`src/ssc_pkg.sv`:
```
// constants, register map and carrier types of the stand-alone strap configuration block
// assumes one clock domain, a synchronous active-high reset and an AHB-Lite register bus
package ssc_pkg;

	localparam int DIAG_W = 8;

	// byte addresses of the word registers
	localparam logic [7:0] ADDR_STATUS    = 8'h00;
	localparam logic [7:0] ADDR_IRQ_MASK  = 8'h04;
	localparam logic [7:0] ADDR_FLT_MASK  = 8'h08;
	localparam logic [7:0] ADDR_STRAPS    = 8'h0c;
	localparam logic [7:0] ADDR_CONFIG    = 8'h10;
	localparam logic [7:0] ADDR_DIAG_RAW  = 8'h14;
	localparam int         ADDR_W         = 8;

	// field positions of the strap and config registers
	localparam int POS_RANGE      = 0;
	localparam int POS_PHASE      = 1;
	localparam int POS_HYB_SEL    = 2;
	localparam int POS_HYB_OFF    = 4;
	localparam int POS_SERIAL     = 5;
	localparam int POS_CAPTURED   = 6;
	localparam int HYB_SEL_W      = 2;

	// reset values
	localparam logic [DIAG_W-1:0] RST_FLT_MASK = 8'h00;
	localparam logic [DIAG_W-1:0] RST_IRQ_MASK = 8'h00;

	// htrans encoding bit that marks an active transfer
	localparam int HTRANS_ACTIVE_BIT = 1;
	localparam logic HRESP_OKAY      = 1'h0;

	// crossover fraction codes, full current times 1/16, 1/8, 1/4, 1/2
	typedef enum logic [1:0]
	{
		SSC_XOVER_6P25 = 2'b00,
		SSC_XOVER_12P5 = 2'b01,
		SSC_XOVER_25   = 2'b10,
		SSC_XOVER_50   = 2'b11
	} ssc_xover_t;

	// latched or programmed operating configuration
	typedef struct packed
	{
		logic       rangeHigh;
		logic       phaseShiftEn;
		ssc_xover_t crossover;
		logic       hybridOff;
	} ssc_cfg_t;

	localparam ssc_cfg_t CFG_RESET = '{1'b0, 1'b0, SSC_XOVER_6P25, 1'b1};

	// raw strap pin levels
	typedef struct packed
	{
		logic       serialDisable;
		logic       currentRange;
		logic       phaseShift;
		logic       hybridTiedHigh;
		ssc_xover_t hybridSel;
	} ssc_pins_t;

endpackage

```
`src/ssc_strap_config.sv`:
```
// strap capture, configuration select, fault line and interrupt of the backlight driver
// assumes strap pins asynchronous to clk, diagnostic flags from logic on clk,
// and a single AHB-Lite master with zero-wait single word transfers
//
// Implementation choices: the AHB-Lite register port and the address map.
`timescale 1ns/1ns
module ssc_strap_config
#(
	parameter int DIAG_W = ssc_pkg::DIAG_W
)
(
	input  wire logic                clk,
	input  wire logic                srst,
	// strap pins
	input  wire logic                serialDisableStrap,
	input  wire logic                currentRangeStrap,
	input  wire logic                phaseShiftStrap,
	input  wire logic                hybridTiedHigh,
	input  wire logic [1:0]          hybridCrossoverSelect,
	// diagnostic flags, levels from detection logic
	input  wire logic [DIAG_W-1:0]   diagFlags,
	// open-drain fault line
	output logic                     faultLineNOut,
	output logic                     faultLineNOe,
	// configuration seen by the analog side, and the interrupt
	output ssc_pkg::ssc_cfg_t        activeCfg,
	output logic                     serialMode,
	output logic                     irq,
	// AHB-Lite slave
	input  wire logic                hsel,
	input  wire logic [31:0]         haddr,
	input  wire logic [1:0]          htrans,
	input  wire logic                hwrite,
	input  wire logic [2:0]          hsize,
	input  wire logic [31:0]         hwdata,
	input  wire logic                hready,
	output logic                     hreadyout,
	output logic [31:0]              hrdata,
	output logic                     hresp
);

	// whole state of the block
	typedef struct packed
	{
		ssc_pkg::ssc_pins_t      sync1;
		ssc_pkg::ssc_pins_t      sync2;
		logic                    captured;
		ssc_pkg::ssc_pins_t      straps;
		ssc_pkg::ssc_cfg_t       swCfg;
		ssc_pkg::ssc_cfg_t       cfg;
		logic [DIAG_W-1:0]       diagPrev;
		logic [DIAG_W-1:0]       status;
		logic [DIAG_W-1:0]       irqMask;
		logic [DIAG_W-1:0]       fltMask;
		logic                    wrPend;
		logic [ssc_pkg::ADDR_W-1:0] wrAddr;
		logic                    fltDrive;
		logic                    irqOut;
		logic                    serialOut;
		logic [31:0]             rdata;
	} ssc_state_t;

	ssc_state_t stReg;
	ssc_state_t stNext;
	ssc_state_t stReset;

	ssc_pkg::ssc_pins_t pinsNow;
	logic               addrPhase;
	logic [ssc_pkg::ADDR_W-1:0] rdAddr;
	logic [DIAG_W-1:0]  events;
	logic [DIAG_W-1:0]  w1c;
	logic [DIAG_W-1:0]  wData;
	ssc_pkg::ssc_cfg_t  wCfg;

	// pin bundle for the synchroniser
	assign pinsNow = '{serialDisableStrap, currentRangeStrap, phaseShiftStrap,
		hybridTiedHigh, ssc_pkg::ssc_xover_t'(hybridCrossoverSelect)};

	// an address phase is taken only when the bus is ready and the slave is selected
	assign addrPhase = hsel & htrans[ssc_pkg::HTRANS_ACTIVE_BIT] & hready;
	assign rdAddr    = haddr[ssc_pkg::ADDR_W-1:0];

	// flags rising this cycle are the interrupt events
	assign events = diagFlags & ~stReg.diagPrev;

	// write data fields, taken in the data phase
	assign wData = hwdata[DIAG_W-1:0];
	assign wCfg  = '{hwdata[ssc_pkg::POS_RANGE], hwdata[ssc_pkg::POS_PHASE],
		ssc_pkg::ssc_xover_t'(hwdata[ssc_pkg::POS_HYB_SEL +: ssc_pkg::HYB_SEL_W]),
		hwdata[ssc_pkg::POS_HYB_OFF]};

	// write-one-to-clear mask for the status register
	assign w1c = (stReg.wrPend && stReg.wrAddr == ssc_pkg::ADDR_STATUS) ? wData
		: '0;

	// reset image; synchroniser stages keep sampling so the capture sees live pins
	always_comb
	begin
		stReset          = '0;
		stReset.sync1    = pinsNow;
		stReset.sync2    = stReg.sync1;
		stReset.swCfg    = ssc_pkg::CFG_RESET;
		stReset.cfg      = ssc_pkg::CFG_RESET;
		stReset.irqMask  = ssc_pkg::RST_IRQ_MASK;
		stReset.fltMask  = ssc_pkg::RST_FLT_MASK;
		stReset.diagPrev = diagFlags;
	end

	// next-state logic
	always_comb
	begin
		stNext = stReg;

		// two-stage synchroniser, only sync2 is read below
		stNext.sync1 = pinsNow;
		stNext.sync2 = stReg.sync1;

		// one capture, first cycle after release, held until next reset
		if (!stReg.captured)
		begin
			stNext.straps   = stReg.sync2;
			stNext.captured = 1'b1;
		end

		stNext.diagPrev = diagFlags;

		// data phase of a write: registers updated from hwdata
		if (stReg.wrPend)
		begin
			unique case (stReg.wrAddr)
				ssc_pkg::ADDR_IRQ_MASK: stNext.irqMask = wData;
				ssc_pkg::ADDR_FLT_MASK: stNext.fltMask = wData;
				ssc_pkg::ADDR_CONFIG:   stNext.swCfg   = wCfg;
				default:                stNext.wrPend  = 1'b0; // unmapped, read-only or status (status is cleared through w1c)
			endcase
		end

		// sticky status, a new event beats a clear in the same cycle
		stNext.status = (stReg.status & ~w1c) | events;

		// straps decide the mode; serial mode takes config from software
		if (stNext.straps.serialDisable)
		begin
			// stand-alone: shared pins act as straps
			stNext.cfg.rangeHigh    = stNext.straps.currentRange;
			stNext.cfg.phaseShiftEn = stNext.straps.phaseShift;
			stNext.cfg.crossover    = stNext.straps.hybridSel;
			stNext.cfg.hybridOff    = stNext.straps.hybridTiedHigh;
		end
		else
		begin
			stNext.cfg = stNext.swCfg;
		end

		// no valid straps before capture: keep the safe reset configuration
		if (!stNext.captured)
		begin
			stNext.cfg = ssc_pkg::CFG_RESET;
		end

		// open drain pulls low while an unmasked flag is set
		stNext.fltDrive = |(diagFlags & ~stNext.fltMask);
		stNext.irqOut   = |(stNext.status & stNext.irqMask);
		// registered so the mode output comes straight from a flip-flop
		stNext.serialOut = stNext.captured & ~stNext.straps.serialDisable;

		// address phase: latch write target, prepare read data for the data phase
		stNext.wrPend = addrPhase & hwrite;
		stNext.wrAddr = rdAddr;
		stNext.rdata  = '0;
		if (addrPhase && !hwrite)
		begin
			// read mux sees the outcome of a write finishing this cycle
			unique case (rdAddr)
				ssc_pkg::ADDR_STATUS:   stNext.rdata[DIAG_W-1:0] = stNext.status;
				ssc_pkg::ADDR_IRQ_MASK: stNext.rdata[DIAG_W-1:0] = stNext.irqMask;
				ssc_pkg::ADDR_FLT_MASK: stNext.rdata[DIAG_W-1:0] = stNext.fltMask;
				ssc_pkg::ADDR_DIAG_RAW: stNext.rdata[DIAG_W-1:0] = diagFlags;
				ssc_pkg::ADDR_STRAPS:
				begin
					stNext.rdata[ssc_pkg::POS_RANGE]    = stNext.straps.currentRange;
					stNext.rdata[ssc_pkg::POS_PHASE]    = stNext.straps.phaseShift;
					stNext.rdata[ssc_pkg::POS_HYB_SEL +: ssc_pkg::HYB_SEL_W] =
						stNext.straps.hybridSel;
					stNext.rdata[ssc_pkg::POS_HYB_OFF]  = stNext.straps.hybridTiedHigh;
					stNext.rdata[ssc_pkg::POS_SERIAL]   = ~stNext.straps.serialDisable;
					stNext.rdata[ssc_pkg::POS_CAPTURED] = stNext.captured;
				end
				ssc_pkg::ADDR_CONFIG:
				begin
					// shows the configuration in force, not only the software copy
					stNext.rdata[ssc_pkg::POS_RANGE]    = stNext.cfg.rangeHigh;
					stNext.rdata[ssc_pkg::POS_PHASE]    = stNext.cfg.phaseShiftEn;
					stNext.rdata[ssc_pkg::POS_HYB_SEL +: ssc_pkg::HYB_SEL_W] =
						stNext.cfg.crossover;
					stNext.rdata[ssc_pkg::POS_HYB_OFF]  = stNext.cfg.hybridOff;
				end
				default: stNext.rdata = '0; // unmapped reads as zero
			endcase
		end
	end

	// single state register, synchronous reset
	always_ff @(posedge clk)
	begin
		if (srst)
		begin
			stReg <= stReset;
		end
		else
		begin
			stReg <= stNext;
		end
	end

	// outputs straight from the state register, except the constant fault data, ready and response
	assign faultLineNOut = 1'b0;           // open drain only ever pulls low
	assign faultLineNOe  = stReg.fltDrive;
	assign activeCfg     = stReg.cfg;
	assign serialMode    = stReg.serialOut;
	assign irq           = stReg.irqOut;
	assign hrdata        = stReg.rdata;
	// zero wait states, so ready and response are tied constants
	assign hreadyout     = 1'b1;
	assign hresp         = ssc_pkg::HRESP_OKAY;

endmodule

```
`config.mk`:
```
export PLATFORM = sky130hd
export DESIGN_NAME = ssc_strap_config
export DESIGN_NICKNAME = d
export VERILOG_FILES = /design/src/ssc_pkg.sv /design/src/ssc_strap_config.sv
export SDC_FILE = /design/constraint.sdc
export NUM_CORES = 1
export LEC_CHECK = 0
export BUFFER_PORTS_ARGS = -buffer_cell sky130_fd_sc_hd__buf_2
export CAP_MARGIN = 20
export CELL_PAD_IN_SITES_DETAIL_PLACEMENT = 0
export CELL_PAD_IN_SITES_GLOBAL_PLACEMENT = 2
export CORE_MARGIN = 8
export CORE_UTILIZATION = 30
export CTS_CLUSTER_SIZE = 20
export DETAILED_ROUTE_END_ITERATION = 8
export PLACE_DENSITY_LB_ADDON = 0.12
export SLEW_MARGIN = 20
export SYNTH_ARGS = -nofsm -noshare
export SYNTH_HDL_FRONTEND = slang
export SYNTH_SLANG_ARGS = --single-unit
```
`constraint.sdc`:
```
create_clock -name clk -period 4.84 [get_ports clk]
set_input_delay 0.726 -clock clk [delete_from_list [all_inputs] [get_ports clk]]
set_output_delay 0.726 -clock clk [all_outputs]
set_load 0.01 [all_outputs]
```
==> results of run 1 <==
-- layout make-up --
type	count	area share, %
Sequential cell	81	40.5
Multi-Input combinational cell	269	39.3
Timing Repair Buffer	53	6.75
Clock buffer	9	5.62
Tap cell	143	4.47
Clock inverter	7	2.78
Inverter	6	0.562
-- registers in the layout, summed over array words and instances (netlist names) --
name          flops
activeCfg         5
faultLineNOe      1
hrdata            8
irq               1
serialMode        1
stNext            6
stReg            59
-- worst max-delay path: stages --
cell and delay, ns:
buf_2 0.10, nor4_1 0.55, nor3b_2 0.71, nand2_1 0.35, or2_2 0.38, a41oi_1 0.19
-- final timing paths --
check	to	slack, ns	cells after the start
hold / removal	stReg[98]	0.33	0
hold reg to reg	stReg[98]	0.33	0
setup / recovery	hrdata[6]	2.09	6
setup reg to reg	irq	2.38	5
-- synthesized netlist by cell type, types with 4 or more instances --
cell type	number	area share, %
dfxtp_1	81	46
buf_4	40	8.6
nor2_1	37	4.0
a21oi_1	29	4.1
nand4_1	23	4.1
clkbuf_1	18	1.9
nand2_1	18	1.9
and2_1	17	3.0
nor2b_1	16	2.9
o21ai_0	14	2.0
o31ai_1	13	2.8
a31oi_1	7	1.2
mux2_2	7	2.2
o21ai_1	7	1.0
a2bb2oi_1	6	1.5
inv_1	6	0.64
mux2i_1	6	1.7
nand2b_1	5	0.89
nand3_1	5	0.71
a211oi_1	4	0.86
o22ai_1	4	0.71
-- cell families (layout without fill, tap and decap cells) --
group	count (synthesis)	after routing
AO/OA/AOI/OAI	92	92
buffers and inverters	69	75
flip-flops	81	81
multiplexers	13	13
other	2	27
AND/OR/NAND/NOR	137	137
-- metrics by stage --
| stage | util, % | power, W | hold slack, ns | instance area [µm²] |
|---|---|---|---|---|
| after floorplan | - | 0.000804 | 0.310 | 3600 |
| after global placement | 32.1 | 0.000839 | 0.310 | 3660 |
| after detailed placement | 32.1 | 0.000839 | 0.312 | 3660 |
| after CTS | 35.0 | 0.00162 | 0.329 | 4000 |
| after global routing | 35.1 | 0.00166 | 0.334 | 4010 |
| final | 35.1 | 0.00160 | 0.325 | 4010 |
-- per-layer routing --
| metal | track usage, % | routed length (µm) | vias to the layer above |
|---|---|---|---|
| li1 | - | - | 1367 |
| met1 | 19.2 | 5120 | 1314 |
| met2 | 22.0 | 4840 | 82 |
| met3 | 3.49 | 563 | 15 |
| met4 | 4.76 | 175 | 0 |
| met5 | 0 | 0 | - |
-- where the power goes --
part / switching, W / internal [W] / leakage (nW) / total, W
registers: 0.00000952 / 0.000690 / 0.667 / 0.000700
clock network: 0.000313 / 0.000465 / 0.166 / 0.000778
logic: 0.0000877 / 0.0000359 / 0.744 / 0.000124
==> parameters.txt, run 1 <==
Parameter                              Value

Run status
  Result of the run    completed

Clock network
  TritonCTS clock tree    yes
  CTS clk-pin slew, worst paths    0.07 ns
  Number of resized instances in the post-cts repair step    0
  Number of clock sinks    81
  Clock root buffer    clkbuf_16
  Clock latency reported for the late side of the worst-skew pair    0.34 ns
  Worst-case clock buffer depth    2
  CTS H-tree depth    3
  Setup bufs post-CTS    0
  Count of hold buffers inserted by post-cts repair    0
  Number of CTS-inserted buffers    9

Global route
  Number of global-route vias before repair    2866
  First-pass GRT wire length    16.2 mm
  Largest net degree at the start of global routing    44
  Global route overflow    0
  Antenna violations before repair    0
  Global router's overall resource usage    14.3%

Final layout
  Post-synthesis to final-layout area growth    14.2%
  Area taken by flip-flops and latches    0.00162 mm²
  Most frequent standard cell in the layout excluding fill and tap cells    dfxtp_1
  # fillers    1209
  Most used cells in the layout excluding fill and tap cells    dfxtp_1 (81), buf_2 (51), nor2_1 (36)
  Multi-input combinational cell area    0.00158 mm²
  Count of antenna diodes in the layout    0
  Total number of nets in the final design    508
  Final standard cell count with taps included and fillers excluded    568
  Layout cells sized above 1    20.0%

Logic synthesis
  Share of synthesized area spent on multiplexers    3.96%
  Average footprint of a synthesized cell    8.90 µm²
  Adder and majority gate portion of the synthesized area    0%
  Sequential-to-total area share from yosys stat    46.3%
  Xor/xnor share of the synthesized area    0%
  Synthesized-area fraction occupied by ao, oa, aoi and oai cells    16.4%
  Number of instances in the synthesized netlist    394
  Count of yosys warnings during synthesis    0
  Count of cell types in the netlist    44
  Area of the mapped netlist    0.00351 mm²
  Post-synth EDFFs    0
  Number of synthesized register bits    81
  Post-synthesis share of cell area spent on and, or, nand and nor gates    21.2%
  Most used DFF post-synth    dfxtp_1
  Largest family of logic cells by synthesized area    simple AND/OR/NAND/NOR gates
  Synth async-reset ratio    0%

STA
  Headroom to the max-slew limit    41.1%
  Unrepaired setup endpoints after global routing    false
  Final Hold Viols    0
  Final WS setup    2.09 ns
  Max Transition Viols Final    0
  Shortest clock period the worst path allows after layout    2.75 ns
  Worst-case clock skew    0.00667 ns
  Slew at the pin closest to its max-slew limit    0.884 ns
  Setup violation total in the final timing report    0
  Max Clock Freq    0.364 GHz
  Setup TNS Final    0 ns
  Tcrit/Tclk final    56.8%

Die
  Boundary Pins    131
  Area inside the core boundary    0.0114 mm²
  Site Rows    39
  Die outline width    124 µm
  Effective utilization at floorplan    30.7%
  Height of the die    124 µm
  Die Outline Area    0.0154 mm²

Min path
  Hold WC Path Type    reg2reg
  Hold path startpoint    stNext[98]

Setup path
  CP required    5.10 ns
  Worst flop-to-flop path startpoint    stReg[40]
  Crit path kind    in2reg
  Critical path peak fanout    10
  Element type at the critical path end    flop
  Setup crit start kind    primary input
  Critical Path Source    haddr[1]
  Data arrival time at the worst-slack endpoint    3.01 ns

Placement
  DP Cell Count    552
  Number of buffers inserted by port buffering    51
  Placer congestion estimate    0.786
  Pre-CTS setup slack    1.66 ns
  HPWL Detailed    7.80 mm

Routing
  Vias per std cell    4.89
  Average wire per standard cell    18.8 µm
  Vias    2778
  Aggregate routed wire length    10.7 mm
  Drt drc    0
  Iteration count of the initial detailed-routing pass    4
  Remaining number of nets flagged by the antenna check after routing    0
  Number of DRC markers after the initial detailed-route iteration    154

Power and ir drop
  Power per cell area    400 mW/mm²
  Static Leak    1.58 nW
  Highest ir drop seen on vdd    232 µV

Job
  Max-cap violation count    0
(Power assumes the default switching activity.)
==> run 2, diff against run 1 <==
--- a/config.mk
+++ b/config.mk
@@ -10,7 +10,7 @@
 export CELL_PAD_IN_SITES_DETAIL_PLACEMENT = 0
 export CELL_PAD_IN_SITES_GLOBAL_PLACEMENT = 2
 export CORE_MARGIN = 8
-export CORE_UTILIZATION = 30
+export CORE_UTILIZATION = 25
 export CTS_CLUSTER_SIZE = 20
 export DETAILED_ROUTE_END_ITERATION = 8
 export PLACE_DENSITY_LB_ADDON = 0.12
==> constraint.sdc (replaced) <==
create_clock -name clk -period 2.42 [get_ports clk]
set_input_delay 0.363 -clock clk [delete_from_list [all_inputs] [get_ports clk]]
set_output_delay 0.363 -clock clk [all_outputs]
set_load 0.01 [all_outputs]
==> parameters.txt, run 2 (synthesis results as in run 1) <==
Parameter                              Value

Setup path
  Family with the most delay on the worst path    compound AO/OA/AOI/OAI gates
  Worst path cell trace    or4b_1 -> buf_4 -> o31ai_1 -> and2_1 -> o22ai_1 -> o41a_1
  Crit path kind    reg2reg
  Biggest cell delay along the critical path    0.53 ns (-0.18 ns)
  Data arrival time at the worst-slack endpoint    2.53 ns (-0.48 ns)
  CP required    2.64 ns (-2.46 ns)
  Element type at the critical path end    flop
  Setup crit start kind    flop
  Reg-to-reg endpoint    irq
  Critical path peak fanout    15 (+5)
  End point of the critical path    irq
  FF-to-FF setup slack    0.10 ns (-2.28 ns)
  CP bufs+invs    1 (unchanged)
  Path depth of the worst reg2reg path    6 (+1)
  Path length in cells of the critical path    6 (unchanged)
  Cell with the biggest individual delay on the critical path    or4b_1
  Worst flop-to-flop path startpoint    stReg[40]
  Critical Path Source    stReg[40]

Global route
  Global router's overall resource usage    12.5% (-1.7 points)
  Antenna violations before repair    0 (unchanged)
  First-pass GRT wire length    17.0 mm (+4.9%)
  Largest net degree at the start of global routing    43 (-2.3%)
  Number of global-route vias before repair    2864 (-0.070%)
  Global route overflow    0 (unchanged)

Die
  Die Outline Area    0.0181 mm² (+17%)
  Site Rows    43 (+10%)
  Area inside the core boundary    0.0138 mm² (+21%)
  Height of the die    134 µm (+8.3%)
  Die outline width    134 µm (+8.3%)
  Effective utilization at floorplan    25.5% (-5.2 points)
  Boundary Pins    131 (unchanged)

Final layout
  Total number of nets in the final design    519 (+2.2%)
  Most frequent standard cell in the layout excluding fill and tap cells    dfxtp_1
  Util after Layout    29.9% (-5.2 points)
  Count of antenna diodes in the layout    0 (unchanged)
  Multi-input combinational cell area    0.00157 mm² (-0.16%)
  Most flop-heavy register    stReg
  Largest register FFs    59 (unchanged)
  Post-synthesis to final-layout area growth    17.4%
  Layout cells sized above 1    21.8% (+1.8 points)
  Area taken by flip-flops and latches    0.00162 mm² (unchanged)
  Most used cells in the layout excluding fill and tap cells    dfxtp_1 (81), buf_2 (51), nor2_1 (37)
  # fillers    1546 (+28%)

STA
  Setup violation total in the final timing report    0 (unchanged)
  Max Transition Viols Final    0 (unchanged)
  Headroom to the max-slew limit    58.2% (+17 points)
  Setup TNS Final    0 ns (unchanged)
  Max Clock Freq    0.432 GHz
  Final Hold Viols    0 (unchanged)
  Slew at the pin closest to its max-slew limit    0.610 ns (-0.274 ns)
  Tcrit/Tclk final    95.7%
  Shortest clock period the worst path allows after layout    2.32 ns
  Unrepaired setup endpoints after global routing    false
  Final WS setup    0.104 ns (-1.99 ns)
  Worst-case clock skew    0.00993 ns (+0.00326 ns)

Clock network
  TritonCTS clock tree    yes
  Count of hold buffers inserted by post-cts repair    0 (unchanged)
  CTS clk-pin slew, worst paths    0.07 ns (about the same)
  Clock latency reported for the late side of the worst-skew pair    0.35 ns (about the same)
  Number of CTS-inserted buffers    9 (unchanged)
  Worst-case clock buffer depth    2 (unchanged)
  Clock root buffer    clkbuf_16
  Number of clock sinks    81 (unchanged)
  CTS H-tree depth    3 (unchanged)

Placement
  HPWL Detailed    8.26 mm (+5.9%)
  Placer congestion estimate    0.806 (+2.5%)
  Number of buffers inserted by port buffering    51 (unchanged)
  Pre-CTS setup slack    0.120 ns (-1.54 ns)

Power and ir drop
  Static Leak    1.62 nW (+2.6%)
  Power per cell area    759 mW/mm² (+90%)
  Post-layout power    0.00313 W (+95%)
  Highest ir drop seen on vdd    452 µV (+95%)

Routing
  Vias per std cell    4.49 (-8.2%)
  Aggregate routed wire length    11.0 mm (+2.4%)
  Vias    2766 (-0.43%)
  Number of DRC markers after the initial detailed-route iteration    137 (-11%)
  Iteration count of the initial detailed-routing pass    4 (unchanged)
  Average wire per standard cell    17.8 µm (-5.6%)
  Drt drc    0 (unchanged)
  Remaining number of nets flagged by the antenna check after routing    0 (unchanged)

Min path
  Hold WC Path Type    in2reg

Run status
  Result of the run    completed

Job
  Max-cap violation count    0 (unchanged)
## run 2: report_power, final
group	switching (W)	total, W	internal (W)
logic	0.000174	0.000255	0.0000811
clock network	0.000640	0.00147	0.000832
registers	0.0000186	0.00140	0.00138
total	0.000832	0.00313	0.00229
## run 2: worst min-delay path by stage
stage                                         from         end  slack, ns  cells after the start
after global routing      hybridCrossoverSelect[0]  stNext[93]       0.09                      1
final                     hybridCrossoverSelect[0]  stNext[93]       0.11                      1
after detailed placement                stNext[94]   stReg[94]       0.31                      0
after global placement                  stNext[94]   stReg[94]       0.31                      0
after CTS                 hybridCrossoverSelect[0]  stNext[93]        0.1                      1
after floorplan                         stNext[93]   stReg[93]       0.31                      0
## run 2: final cells by class
cell class	count	share of cell area [%]
Clock buffer	9	5.47
Tap cell	180	5.47
Timing Repair Buffer	64	8.57
Clock inverter	7	2.34
Inverter	6	0.547
Sequential cell	81	39.4
Multi-Input combinational cell	269	38.2
## run 2: what timing repair did
item,4_1_cts,5_1_grt
setup buffers,0,0
setup endpoints to repair,0,1
gates resized for setup,0,1
## run 2: metal layers
metal | global-route usage (%) | vias to the layer above | part of all wire (%)
li1 | - | 1391 | -
met1 | 16.3 | 1303 | 49
met2 | 19.4 | 64 | 45
met3 | 4.11 | 8 | 4.4
met4 | 3.31 | 0 | 1.4
met5 | 0 | - | 0
## run 2: through the flow
stage | instances | hold WS (ns) | area, µm²
finish | 616 | 0.111 | 4120
global route | 616 | 0.0913 | 4120
CTS | 616 | 0.0972 | 4110
detailed placement | 600 | 0.312 | 3790
global placement | 600 | 0.310 | 3790
floorplan | 419 | 0.310 | 3600
==> run 3, diff against run 2 <==
--- a/config.mk
+++ b/config.mk
@@ -13,6 +13,7 @@
 export CORE_UTILIZATION = 25
 export CTS_CLUSTER_SIZE = 20
 export DETAILED_ROUTE_END_ITERATION = 8
+export MAX_ROUTING_LAYER = met4
 export PLACE_DENSITY_LB_ADDON = 0.12
 export SLEW_MARGIN = 20
 export SYNTH_ARGS = -nofsm -noshare
==> parameters.txt, run 3 (synthesis results as in run 1) <==
Parameter                              Value

Run status
  Result of the run    completed

STA
  Setup TNS Final    0 ns (unchanged)
  Setup violation total in the final timing report    0 (unchanged)
  Max Transition Viols Final    0 (unchanged)
  Worst-case clock skew    0.00916 ns (-0.000773 ns)
  Tcrit/Tclk final    95.6% (-0.11 points)
  Shortest clock period the worst path allows after layout    2.31 ns (-0.00261 ns)
  Headroom to the max-slew limit    62.3% (+4.1 points)
  Max Clock Freq    0.432 GHz (+0.11%)
  Final Hold Viols    0 (unchanged)
  Slew at the pin closest to its max-slew limit    0.549 ns (-0.0605 ns)
  Unrepaired setup endpoints after global routing    false

Final layout
  Post-synthesis to final-layout area growth    17.4% (unchanged)
  Layout cells sized above 1    21.8% (unchanged)
  Count of antenna diodes in the layout    0 (unchanged)
  Most frequent standard cell in the layout excluding fill and tap cells    dfxtp_1
  Total number of nets in the final design    519 (unchanged)
  Most used cells in the layout excluding fill and tap cells    dfxtp_1 (81), buf_2 (51), nor2_1 (37)
  Most flop-heavy register    stReg
  Largest register FFs    59 (unchanged)
  Util after Layout    29.9% (unchanged)

Clock network
  Clock latency reported for the late side of the worst-skew pair    0.35 ns (about the same)
  Number of CTS-inserted buffers    9 (unchanged)
  Worst-case clock buffer depth    2 (unchanged)
  TritonCTS clock tree    yes
  Count of hold buffers inserted by post-cts repair    0 (unchanged)
  Number of clock sinks    81 (unchanged)
  Clock root buffer    clkbuf_16
  CTS clk-pin slew, worst paths    0.07 ns (about the same)
  CTS H-tree depth    3 (unchanged)

Setup path
  Worst flop-to-flop path startpoint    stReg[40]
  Element type at the critical path end    flop
  Data arrival time at the worst-slack endpoint    2.53 ns (about the same)
  Reg-to-reg endpoint    irq
  Critical path peak fanout    15 (unchanged)
  Setup crit start kind    flop
  Path depth of the worst reg2reg path    6 (unchanged)
  FF-to-FF setup slack    0.11 ns (about the same)
  CP required    2.64 ns (about the same)
  Crit path kind    reg2reg

Routing
  Number of DRC markers after the initial detailed-route iteration    124 (-9.5%)
  Vias    2759 (-0.25%)
  Average wire per standard cell    17.7 µm (-0.47%)
  Iteration count of the initial detailed-routing pass    4 (unchanged)
  Remaining number of nets flagged by the antenna check after routing    0 (unchanged)
  Aggregate routed wire length    10.9 mm (-0.47%)
  Vias per std cell    4.48 (-0.25%)
  Drt drc    0 (unchanged)

Power and ir drop
  Highest ir drop seen on vdd    452 µV (-0.15%)
  Power per cell area    758 mW/mm² (-0.13%)
  Static Leak    1.62 nW (unchanged)

Placement
  HPWL Detailed    8.26 mm (unchanged)
  Number of buffers inserted by port buffering    51 (unchanged)
  Placer congestion estimate    0.817 (+1.5%)

Die
  Height of the die    134 µm (unchanged)
  Die Outline Area    0.0181 mm² (unchanged)
  Boundary Pins    131 (unchanged)
  Effective utilization at floorplan    25.5% (unchanged)
  Site Rows    43 (unchanged)
  Area inside the core boundary    0.0138 mm² (unchanged)
  Die outline width    134 µm (unchanged)

Job
  Max-cap violation count    0 (unchanged)

Global route
  Global route overflow    0 (unchanged)
  Number of global-route vias before repair    2868 (+0.14%)
  First-pass GRT wire length    17.0 mm (unchanged)
  Largest net degree at the start of global routing    43 (unchanged)
  Antenna violations before repair    0 (unchanged)
  Global router's overall resource usage    12.9% (+0.35 points)

Min path
  Hold path startpoint    hybridCrossoverSelect[0]
  Worst Hold Path Cells    1 (unchanged)
  Endpoint of the worst hold path    stNext[93]
  Hold WC Path Type    in2reg
[run 3: cell counts in the layout (fill, tap and decap cells not counted)]
No cell type changed its count.
[run 3: critical path, cell delays in order, from the launching register on]
cell and delay [ns]:
dfxtp_1 0.34, or4b_1 0.53, buf_4 0.22, o31ai_1 0.29, and2_1 0.23, o22ai_1 0.14, o41a_1 0.43
[run 3: how the worst max path moves through the flow]
stage                          from  end  slack (ns)  depth (start not counted)
after floorplan           stReg[40]  irq        0.41                          7
after global placement    stReg[40]  irq        0.11                          6
after detailed placement  stReg[40]  irq        0.12                          6
after CTS                 stReg[40]  irq        0.09                          6
after global routing      stReg[40]  irq        0.01                          6
final                     stReg[40]  irq        0.11                          6
[run 3: layout make-up]
class | count | area [µm²]
clock buffers | 9 | 225
clock inverters | 7 | 96.3
repair buffers | 64 | 353
inverters | 6 | 22.5
fillers | 1546 | 9660
flip-flops and latches | 81 | 1620
multi-input cells | 269 | 1570
well taps | 180 | 225
[run 3: per-stage QoR]
step | worst slack, ns | area [µm²] | instances | power, W | hold slack (ns)
global placement | 0.111 | 3790 | 600 | 0.00169 | 0.310
global route | 0.00953 | 4120 | 616 | 0.00325 | 0.0913
CTS | 0.0887 | 4110 | 616 | 0.00317 | 0.0972
finish | 0.107 | 4120 | 616 | 0.00312 | 0.112
detailed placement | 0.120 | 3790 | 600 | 0.00169 | 0.312
floorplan | 0.411 | 3600 | 419 | 0.00161 | 0.310
[run 3: routing by layer]
metal	global-route usage [%]	vias up	routed length (µm)
met1	16.5	1289	5290
met4	3.31	0	148
met2	19.4	68	4940
met5	-	-	0
met3	3.85	9	531
li1	-	1393	-
[run 3: repair_timing]
| item | 4_1_cts | 5_1_grt |
|---|---|---|
| resized for setup | 0 | 1 |
| setup endpoints to repair | 0 | 1 |
| buffers inserted | 0 | 0 |
[run 3: power by group]
| group | switching (W) | internal [W] |
|---|---|---|
| Clock | 0.000637 | 0.000832 |
| Sequential | 0.0000187 | 0.00138 |
| Combinational | 0.000173 | 0.0000811 |
| Total | 0.000828 | 0.00229 |
